### src/rtl/csr_cfg.svh
`ifndef CSR_CFG_SVH
`define CSR_CFG_SVH

// ==========================================
// register map
`define CSR_STATUS_OFS 8'h0a
`define CSR_STATUS_RST 8'h00
`define CSR_UNMAPPED_RD 8'h00

// ==========================================
// status field positions
`define CSR_TEMP_ZONE_MSB 7
`define CSR_TEMP_ZONE_LSB 5
`define CSR_CELL_ABSENT_BIT 4
`define CSR_CHARGE_DONE_BIT 3
`define CSR_POWER_VALID_BIT 2
`define CSR_THERMAL_BIT 1
`define CSR_SAFETY_BIT 0

// ==========================================
// two-wire bus framing
`define CSR_BITS_PER_BYTE 4'h8
// value every status bit is held against at turn-on
`define CSR_POWERON_REF 8'h00

`endif

### src/rtl/csr_pkg.sv
package csr_pkg;

    // ==========================================
    // two-wire target states, one-hot
    typedef enum logic [6:0] {
        CSR_IDLE = 7'h01,
        CSR_ADDR = 7'h02,
        CSR_ACK_ADDR = 7'h04,
        CSR_WR_BYTE = 7'h08,
        CSR_ACK_WR = 7'h10,
        CSR_RD_BYTE = 7'h20,
        CSR_RD_ACK = 7'h40
    } csr_state_type;

    typedef logic [7:0] csr_byte_type;

endpackage

### src/rtl/csr_status_top.sv
`timescale 1ns/100ps
`include "csr_cfg.svh"

// Functional notes
// - thermal-loop flag shows regulation limiting charge
// - turn-on: thermal flag nonzero raises interrupt
// - later thermal flag toggles raise interrupt
// - safety-timer flag shows timer expiry
// - turn-on: safety flag nonzero raises interrupt
// - later safety flag toggles raise interrupt
module csr_status_top #(
    // two-wire target address, arbitrary value
    parameter logic [6:0] DEV_ADDR = 7'h2a
) (
    // clock and reset
    input wire logic core_clk,
    input wire logic sys_rst,
    // charger condition inputs
    input wire logic [2:0] temp_zone_code,
    input wire logic cell_absent,
    input wire logic charge_done,
    input wire logic input_power_valid,
    input wire logic thermal_loop_active,
    input wire logic safety_timer_expired,
    input wire logic pmu_on,
    // two-wire bus, data line open drain
    input wire logic scl_in,
    input wire logic sda_in,
    output logic sda_out,
    output logic sda_oe,
    // interrupt pin, open drain, active low
    output logic irq_n_out,
    output logic irq_n_oe,
    // status view
    output csr_pkg::csr_byte_type status_flags
);
    import csr_pkg::*;

    // ==========================================
    // state
    csr_state_type state_q;
    csr_state_type state_d;
    logic scl_q;
    logic sda_q;
    logic [3:0] bit_cnt_q;
    logic [3:0] bit_cnt_d;
    csr_byte_type shreg_q;
    csr_byte_type shreg_d;
    csr_byte_type ptr_q;
    csr_byte_type ptr_d;
    csr_byte_type status_q;
    csr_byte_type status_d;
    csr_byte_type load_byte;
    logic rw_q;
    logic rw_d;
    logic first_q;
    logic first_d;
    logic sda_oe_q;
    logic sda_oe_d;
    logic irq_pend_q;
    logic irq_pend_d;
    logic rd_done;
    logic status_evt;
    logic scl_rise;
    logic scl_fall;
    logic start_cond;
    logic stop_cond;

    // only the status byte is mapped; everything else reads zero
    function automatic csr_byte_type read_byte(input csr_byte_type ptr,
                                               input csr_byte_type stat);
        if (ptr == `CSR_STATUS_OFS) begin
            read_byte = stat;
        end else begin
            read_byte = `CSR_UNMAPPED_RD;
        end
    endfunction

    // ==========================================
    // status capture
    always_comb begin
        status_d = '0;
        status_d[`CSR_TEMP_ZONE_MSB:`CSR_TEMP_ZONE_LSB] = temp_zone_code;
        status_d[`CSR_CELL_ABSENT_BIT] = cell_absent;
        status_d[`CSR_CHARGE_DONE_BIT] = charge_done;
        status_d[`CSR_POWER_VALID_BIT] = input_power_valid;
        status_d[`CSR_THERMAL_BIT] = thermal_loop_active;
        status_d[`CSR_SAFETY_BIT] = safety_timer_expired;
    end

    // every field gets the same turn-on compare and toggle watch
    csr_change_watch #(
        .WIDTH(8)
    ) u_watch (
        .core_clk(core_clk),
        .sys_rst(sys_rst),
        .pmu_on(pmu_on),
        .value(status_q),
        .evt(status_evt)
    );

    // ==========================================
    // interrupt: held until the status byte is read out
    always_comb begin
        // a new event in the clearing cycle keeps the pin low
        irq_pend_d = status_evt | (irq_pend_q & ~rd_done);
    end

    // ==========================================
    // two-wire target
    always_comb begin
        scl_rise = ~scl_q & scl_in;
        scl_fall = scl_q & ~scl_in;
        start_cond = scl_q & scl_in & sda_q & ~sda_in;
        stop_cond = scl_q & scl_in & ~sda_q & sda_in;
        load_byte = read_byte(ptr_q, status_q);
    end

    always_comb begin
        state_d = state_q;
        bit_cnt_d = bit_cnt_q;
        shreg_d = shreg_q;
        ptr_d = ptr_q;
        rw_d = rw_q;
        first_d = first_q;
        sda_oe_d = sda_oe_q;
        rd_done = 1'b0;
        if (start_cond) begin
            state_d = CSR_ADDR;
            bit_cnt_d = 4'h0;
            sda_oe_d = 1'b0;
        end else if (stop_cond) begin
            state_d = CSR_IDLE;
            sda_oe_d = 1'b0;
        end else begin
            case (state_q)
                CSR_IDLE: begin
                    sda_oe_d = 1'b0;
                end
                CSR_ADDR, CSR_WR_BYTE: begin
                    if (scl_rise && bit_cnt_q < `CSR_BITS_PER_BYTE) begin
                        shreg_d = {shreg_q[6:0], sda_in};
                        bit_cnt_d = bit_cnt_q + 4'h1;
                    end
                    if (scl_fall && bit_cnt_q == `CSR_BITS_PER_BYTE) begin
                        if (state_q == CSR_WR_BYTE) begin
                            // data writes are acknowledged but change nothing
                            if (first_q) begin
                                ptr_d = shreg_q;
                            end
                            first_d = 1'b0;
                            state_d = CSR_ACK_WR;
                            sda_oe_d = 1'b1;
                        end else if (shreg_q[7:1] == DEV_ADDR) begin
                            rw_d = shreg_q[0];
                            first_d = 1'b1;
                            state_d = CSR_ACK_ADDR;
                            sda_oe_d = 1'b1;
                        end else begin
                            state_d = CSR_IDLE;
                        end
                    end
                end
                CSR_ACK_ADDR: begin
                    if (scl_fall) begin
                        bit_cnt_d = 4'h0;
                        if (rw_q) begin
                            shreg_d = load_byte;
                            sda_oe_d = ~load_byte[7];
                            state_d = CSR_RD_BYTE;
                        end else begin
                            sda_oe_d = 1'b0;
                            state_d = CSR_WR_BYTE;
                        end
                    end
                end
                CSR_ACK_WR: begin
                    if (scl_fall) begin
                        bit_cnt_d = 4'h0;
                        sda_oe_d = 1'b0;
                        state_d = CSR_WR_BYTE;
                    end
                end
                CSR_RD_BYTE: begin
                    if (scl_rise) begin
                        bit_cnt_d = bit_cnt_q + 4'h1;
                    end
                    if (scl_fall) begin
                        if (bit_cnt_q == `CSR_BITS_PER_BYTE) begin
                            sda_oe_d = 1'b0;
                            state_d = CSR_RD_ACK;
                        end else begin
                            shreg_d = {shreg_q[6:0], 1'b0};
                            sda_oe_d = ~shreg_q[6];
                        end
                    end
                end
                CSR_RD_ACK: begin
                    if (scl_rise) begin
                        rd_done = ptr_q == `CSR_STATUS_OFS;
                        ptr_d = ptr_q + 8'h01;
                        if (sda_in) begin
                            // controller said no more
                            state_d = CSR_IDLE;
                        end
                    end
                    if (scl_fall) begin
                        bit_cnt_d = 4'h0;
                        shreg_d = load_byte;
                        sda_oe_d = ~load_byte[7];
                        state_d = CSR_RD_BYTE;
                    end
                end
                default: begin
                    state_d = CSR_IDLE;
                    sda_oe_d = 1'b0;
                end
            endcase
        end
    end

    // ==========================================
    // registers
    always_ff @(posedge core_clk) begin
        if (sys_rst) begin
            state_q <= CSR_IDLE;
            scl_q <= 1'b1;
            sda_q <= 1'b1;
            bit_cnt_q <= 4'h0;
            shreg_q <= 8'h00;
            ptr_q <= 8'h00;
            rw_q <= 1'b0;
            first_q <= 1'b0;
            sda_oe_q <= 1'b0;
            irq_pend_q <= 1'b0;
            status_q <= `CSR_STATUS_RST;
        end else begin
            state_q <= state_d;
            scl_q <= scl_in;
            sda_q <= sda_in;
            bit_cnt_q <= bit_cnt_d;
            shreg_q <= shreg_d;
            ptr_q <= ptr_d;
            rw_q <= rw_d;
            first_q <= first_d;
            sda_oe_q <= sda_oe_d;
            irq_pend_q <= irq_pend_d;
            status_q <= status_d;
        end
    end

    assign sda_out = 1'b0;
    assign irq_n_out = 1'b0;
    assign sda_oe = sda_oe_q;
    assign irq_n_oe = irq_pend_q;
    assign status_flags = status_q;
endmodule

### src/rtl/csr_change_watch.sv
`timescale 1ns/100ps
`include "csr_cfg.svh"

module csr_change_watch #(
    parameter int WIDTH = 8
) (
    // clock and reset
    input wire logic core_clk,
    input wire logic sys_rst,
    // watched value and power state
    input wire logic pmu_on,
    input wire logic [WIDTH-1:0] value,
    // one-cycle event
    output logic evt
);
    logic on_q;
    logic on_d;
    logic [WIDTH-1:0] prev_q;
    logic [WIDTH-1:0] prev_d;
    logic [WIDTH-1:0] hit;
    logic evt_q;
    logic evt_d;
    logic [WIDTH-1:0] ref_val;

    assign ref_val = WIDTH'(`CSR_POWERON_REF);

    // ==========================================
    // per-bit compare: turn-on against zero, later any toggle
    genvar i;
    generate
        for (i = 0; i < WIDTH; i++) begin : g_bit
            always_comb begin
                if (!pmu_on) begin
                    hit[i] = 1'b0;
                end else if (!on_q) begin
                    hit[i] = value[i] != ref_val[i];
                end else begin
                    hit[i] = value[i] != prev_q[i];
                end
            end
        end
    endgenerate

    always_comb begin
        on_d = pmu_on;
        prev_d = value;
        evt_d = |hit;
    end

    always_ff @(posedge core_clk) begin
        if (sys_rst) begin
            on_q <= 1'b0;
            prev_q <= '0;
            evt_q <= 1'b0;
        end else begin
            on_q <= on_d;
            prev_q <= prev_d;
            evt_q <= evt_d;
        end
    end

    assign evt = evt_q;
endmodule

### config.mk
export PLATFORM = sky130hd
export DESIGN_NAME = csr_status_top
export DESIGN_NICKNAME = d
export VERILOG_FILES = /design/src/rtl/csr_pkg.sv /design/src/rtl/csr_status_top.sv /design/src/rtl/csr_change_watch.sv
export VERILOG_INCLUDE_DIRS = /design/src /design/src/rtl
export SDC_FILE = /design/constraint.sdc
export NUM_CORES = 1
export LEC_CHECK = 0
export ABC_AREA = 1
export BUFFER_PORTS_ARGS = -buffer_cell sky130_fd_sc_hd__buf_2
export CORE_ASPECT_RATIO = 1.5
export CORE_MARGIN = 3
export CORE_UTILIZATION = 54
export CTS_BUF_LIST = sky130_fd_sc_hd__clkbuf_16
export DETAILED_ROUTE_END_ITERATION = 8
export PLACE_DENSITY = 0.76
export REMOVE_ABC_BUFFERS = 1
export SKIP_CTS_REPAIR_TIMING = 1
export SYNTH_ARGS = -nofsm -noshare
export SYNTH_HDL_FRONTEND = slang
export SYNTH_SLANG_ARGS = --single-unit
### constraint.sdc
create_clock -name core_clk -period 1.6 [get_ports core_clk]
set_input_delay 0.08 -clock core_clk [delete_from_list [all_inputs] [get_ports core_clk]]
set_output_delay 0.08 -clock core_clk [all_outputs]
set_load 0.05 [all_outputs]
==> Word level (Yosys, flattened, before mapping) <==
Cells that the tools add are included.
{ "word_totals": {"output_inout_bits": 12, "wordCells": 162, "in_bits": 13, "reg_bits": 51} }
{ "classes": {"reduce_logical": 19, "addsub": 2, "bitwise": 20, "eq_ne": 43, "muxes": 62, "n_lt_le_gt_ge": 1} }
{ "ops": {"columns": ["operator", "n"], "rows": [
  ["two-way mux 8 bit", 11],
  ["two-way mux 7 bit", 8],
  ["case mux 7 bit (6 select lines)", 1],
  ["case mux 8 bit (4 select lines)", 1],
  ["two-way mux 1 bit", 30],
  ["inequality test 2 bit, second input constant", 13],
  ["inequality test 4 bit, second input constant", 5],
  ["case mux 8 bit (2 select lines)", 1],
  ["AND reduction 8 bit", 2],
  ["== test 7 x 6 -> 1 bit, second input constant", 2],
  ["two-way mux 4 bit", 3],
  ["inequality test 3 bit, second input constant", 4],
  ["case mux 4 bit (3 select lines)", 1],
  ["AND reduction 6 bit", 2],
  ["inverter 1 bit", 11],
  ["inequality test 5 bit, second input constant", 2],
  ["AND reduction 5 bit", 2],
  ["AND reduction 9 bit", 1],
  ["adder 8 x 1 -> 8 bit, second input constant", 1],
  ["bitwise AND 1 bit", 8],
  ["== test 8 x 4 -> 1 bit, second input constant", 1],
  ["inequality test 1 bit", 8],
  ["OR reduction 8 bit", 1],
  ["== test 7 x 1 -> 1 bit, second input constant", 1],
  ["22 further kinds", 27]
]} }

==> Logic depth before layout (Yosys ltp) <==
{ "depth": {"ltp_word": 9, "mapped_depth": 12, "depth_no_buf": 11} }

==> Cells and area by module <==
Synthesis repeated with hierarchy kept, for this count alone.
{ "unflattened": {"cells_unflattened": 468, "hier_area_um2": 3017.9} }
{ "by_module_without_submodules": {"columns": ["mod", "cells_each", "instances", "seq_area_each_um2", "area_each_um2"], "rows": [
  ["csr_status_top", 395, 1, 820.8, 2539.9],
  ["csr_change_watch", 73, 1, 200.2, 478.0]
]} }

==> Worst setup path before layout <==
Ideal clock, no wire load.
{ "synth_timing": {"path_type": "register to register", "from": "register scl_q", "to": "register shreg_q[4]", "period_less_slack_ps": 1591, "setup_time_ps": 115, "setup_slack_ps": 9, "t_required_ps": 1485, "arrival_time_ps": 1476, "path_buffers": 1, "path_stages_with_launch": 12, "path_cell_list": "dfxtp_1 -> inv_1 -> ha_1 -> inv_1 -> or2_2 -> nand2_1 -> nand3_1 -> nor2_4 -> buf_6 -> nand3_1 -> nand2_1 -> nor2_1"} }
{ "synth_via": {"elab_chain_cells": 5, "elab_cells_between_ends": 16, "cone_classes": "4 x eq/ne; 10 x bitwise; 2 x reduce/logical"} }
{ "synth_rtl": {"columns": ["element", "line", "text"], "rows": [
  ["start: declaration", "csr_status_top.sv:43", "logic scl_q;"],
  ["start signal: assignment", "csr_status_top.sv:239", "scl_q <= scl_in;"],
  ["bitwise AND 1 bit / inverter 1 bit (equally long branches)", "csr_status_top.sv:114, csr_status_top.sv:115, csr_status_top.sv:112", null],
  ["bitwise AND 1 bit, on equally long branches", "csr_status_top.sv:114, csr_status_top.sv:112, csr_status_top.sv:115", null],
  ["bitwise AND 1 bit (tied with other cells)", "csr_status_top.sv:114", "start_cond = scl_q & scl_in & sda_q & ~sda_in;"],
  ["inverter 1 bit (no line) / inequality test 2 bit (equally long branches)", null, null],
  ["AND reduction 9 bit (no line) *", null, null],
  ["end signal: assignment", "csr_status_top.sv:242", "shreg_q <= shreg_d;"],
  ["end: declaration", "csr_status_top.sv:47", "csr_byte_type shreg_q;"]
]} }
Mark *: on every way between the ends. The rest lies on a longest branch, timed or not.
A chain may end at the register's enable or synchronous reset.

==> Worst setup path after layout <==
{ "layout_timing": {"from": "register scl_q", "to": "register first_q"} }
{ "layout_via": {"elab_chain_cells": 5, "elab_cells_between_ends": 10, "cone_classes": "8 x bitwise; 2 x reduce/logical"} }
{ "layout_rtl": {"columns": ["element", "line", "text"], "rows": [
  ["bitwise AND 1 bit", "csr_status_top.sv:114, csr_status_top.sv:115", null],
  ["bitwise AND 1 bit, on equally long branches (2 in a row)", "csr_status_top.sv:114, csr_status_top.sv:115", null],
  ["inverter 1 bit (no line)", null, null],
  ["AND reduction 5 bit (no line) *", null, null],
  ["end signal: assignment", "csr_status_top.sv:245", "first_q <= first_d;"],
  ["end: declaration", "csr_status_top.sv:56", "logic first_q;"]
]} }
Marks and branches as above.

==> impl_metrics.toml <==
[outcome]
status = "complete, but fails checks"
violations = "negative hold slack, negative setup slack"

[synthesis]
synth_area_mm2 = 0.003079
ys_seq_elements = 51
synth_warnings = 0
ys_seq_area_frac = 0.3316
async_flop_share = 0
synth.distinct_cells = 43
syn-instance-count = 469
synth_ff_type = "dfxtp_1"
synth-edff-count = 0
syn_area_per_cell_um2 = 6.565

[setup_path]
slowest_delay_ns = 0.34
reg2reg_depth = 10
crit_start = "scl_q$_SDFF_PP1_"
reg2reg_from = "scl_q$_SDFF_PP1_"
worstSetupEndpointType = "register"
rr_endpoint = "first_q$_SDFFE_PP0P_"
cp_data_arrival_time_ns = 1.94
critPathMaxFanout = 5
slowest_stage = "dfxtp_2"
ff2ff_setup_slack_ns = -0.10
worstPathCellList = "ha_2, inv_1, nor2_1, nand2_1, nand2_2, buf_4, nor2_1, nand3_1, buf_4, a21oi_1"
start_kind = "register"
worst-setup-path-type = "register to register"
crit_required_ns = 1.83

[layout]
diodes = 0
nNetsFinal = 564
drive_gt1_frac = 0.3541
area_delta_synth_final_pct = 35.76

[clock_network]
clockBufferDepth = 2
cts_root_buf = "clkbuf_16"
path_clk_slew_ns = 0.08
cts_tree = "yes"
cts-buffers-inserted = 5
clock_sinks = 51
cts-htree-levels = 2
clk_latency_ns = 0.30

[placed_design]
io_buffers = 22
place_congestion = 0.9766
dp_hpwl_um = 6107

[detailed_routing]
vias_per_cell = 5.434
topRoutingLayerUsed = "met4"
first_pass_iters = 4
drc_errors = 0
antenna_left = 0
wire_per_inst_um = 15.25
totalWireLength_um = 9378
met1_length_um = 3524
first_iter_violations = 224
wl_met2_um = 4975
wl_met3_um = 344
vias = 3342

[floorplan]
ioPinCount = 25
start_util = 0.5607
die_x_um = 67.66
row_count = 33
coreArea_mm2 = 0.005492
die_h_um = 98.49
fp.dieArea_mm2 = 0.006663

[hold_path]
holdPathStages = 3
hp-class = "input port to register"
hold_end = "status_flags[4]$_SDFF_PP0_"
hold_start = "cell_absent"

[power]
cellPowerDensity_mw_per_mm2 = 1092
peakVddDrop_uv = 731.3
p_leak_nw = 1.956

[global_route]
grt_pass1_vias = 3015
gr-total-overflow = 0
grt_max_degree = 19
grt_pass1_wl_um = 13440
grt_usage = 0.2599
antenna_found_initial = 0

[timing]
setup_viol = 16
maxSlewViolCount = 0
period_needed_ns = 1.704
finalCritPeriodShare = 1.065
tns_ns = -0.5472
worst_slew_pin_slew_ns = 0.5329
worst_slack_ns = -0.1044
hold_viol_final = 5
slew_headroom = 0.6425
clock.fmax_ghz = 0.5867
final.setup_skew_ns = 0.007874
hold_slack_ns = -0.02247
rsz0062_at_grt = "yes"

[run]
max-cap-violations = 0
## report_power, final
group	internal [mW]	switching, mW	leakage (nW)	total, mW
Clock	0.595	0.524	0.0748	1.12
Sequential	1.42	0.159	0.421	1.58
Combinational	0.737	1.12	1.46	1.86
Total	2.76	1.81	1.96	4.56
## cell usage after synthesis (all sizes together) (2+ instances only)
master	number	area share
clkbuf	5	0.0061
inv	66	0.082
buf	8	0.024
dfxtp	51	0.33
nor2	103	0.14
a21oi	33	0.061
nand3	42	0.081
o22ai	2	0.0041
nand4	10	0.025
o21ai	18	0.029
clkinv	2	0.0028
nand2	98	0.13
nor3	5	0.0081
ha	7	0.028
xor2	7	0.020
## through the flow
step	cell area (um^2)	cells	util	worst slack, ns	power (mW)
floorplan	2992	457	-	-0.02752	2.474
global placement	3472	585	0.6323	-0.07268	2.878
detailed placement	3472	585	0.6323	-0.1113	2.913
CTS	3623	593	0.6598	-0.1282	4.016
global route	4180	615	0.7612	-0.1975	4.793
finish	4180	615	0.7612	-0.1044	4.563
## placed cells by master, fill, tap and decap left out, types with 11 or more instances in the layout
cell     count
inv_1       50
inv_2       11
nand3_2     11
nand2_2     18
buf_4       46
buf_2       22
nand3_1     28
nand2_1     69
dfxtp_1     42
a21oi_1     23
nor2_1      85
## cells by family (layout without fill, tap and decap cells)
family | count (synthesis) | in the layout | synth area share
AND/OR/NAND/NOR | 264 | 265 | 0.3970
buffers and inverters | 81 | 155 | 0.1146
AO/OA/AOI/OAI | 58 | 58 | 0.1073
flip-flops | 51 | 51 | 0.3316
adder cells (fa/ha/maj) | 7 | 7 | 0.02844
XOR/XNOR | 7 | 7 | 0.01991
other | 1 | 2 | 0.001218
## area by class of cell
type	count	area, um^2
well taps	70	87.58
multi-input cells	339	2024
repair buffers	79	605.6
flip-flops and latches	51	1040
clock buffers	5	125.1
clock inverters	3	26.28
fillers	410	1311
inverters	68	271.5
## flip-flops by register name, summed over array words and instances (netlist names)
| signal | flops |
|---|---|
| scl_q | 1 |
| u_watch.evt | 1 |
| status_flags | 8 |
| irq_n_oe | 1 |
| bit_cnt_q | 4 |
| sda_oe | 1 |
| rw_q | 1 |
| first_q | 1 |
| state_q | 7 |
| u_watch.on_q | 1 |
| shreg_q | 8 |
| u_watch.prev_q | 8 |
| sda_q | 1 |
| ptr_q | 8 |
## routing by layer
layer / track usage / up-vias
li1: - / 1633
met1: 0.2900 / 1559
met2: 0.4726 / 107
met3: 0.03421 / 43
met4: 0.1094 / 0
met5: 0 / -
## critical path, delay by kind of cell (launching register included)
| kind | cells | cell delay, ns |
|---|---|---|
| compound gates | 1 | 0.11 |
| fa+ha+maj | 1 | 0.18 |
| buf+inv | 3 | 0.41 |
| flops | 1 | 0.34 |
| simple gates | 5 | 0.58 |
## worst max path at each step
stage | end | slack, ns | cells past startpoint
final | first_q$_SDFFE_PP0P_ | -0.10 | 10
after global routing | rw_q$_SDFFE_PP0P_ | -0.20 | 10
after CTS | state_q[1]$_SDFFE_PP0P_ | -0.13 | 8
after detailed placement | state_q[1]$_SDFFE_PP0P_ | -0.11 | 8
after global placement | shreg_q[4]$_SDFFE_PP0P_ | -0.07 | 9
after floorplan | shreg_q[1]$_SDFFE_PP0P_ | -0.03 | 10
Power figures use the tool's default switching activity.
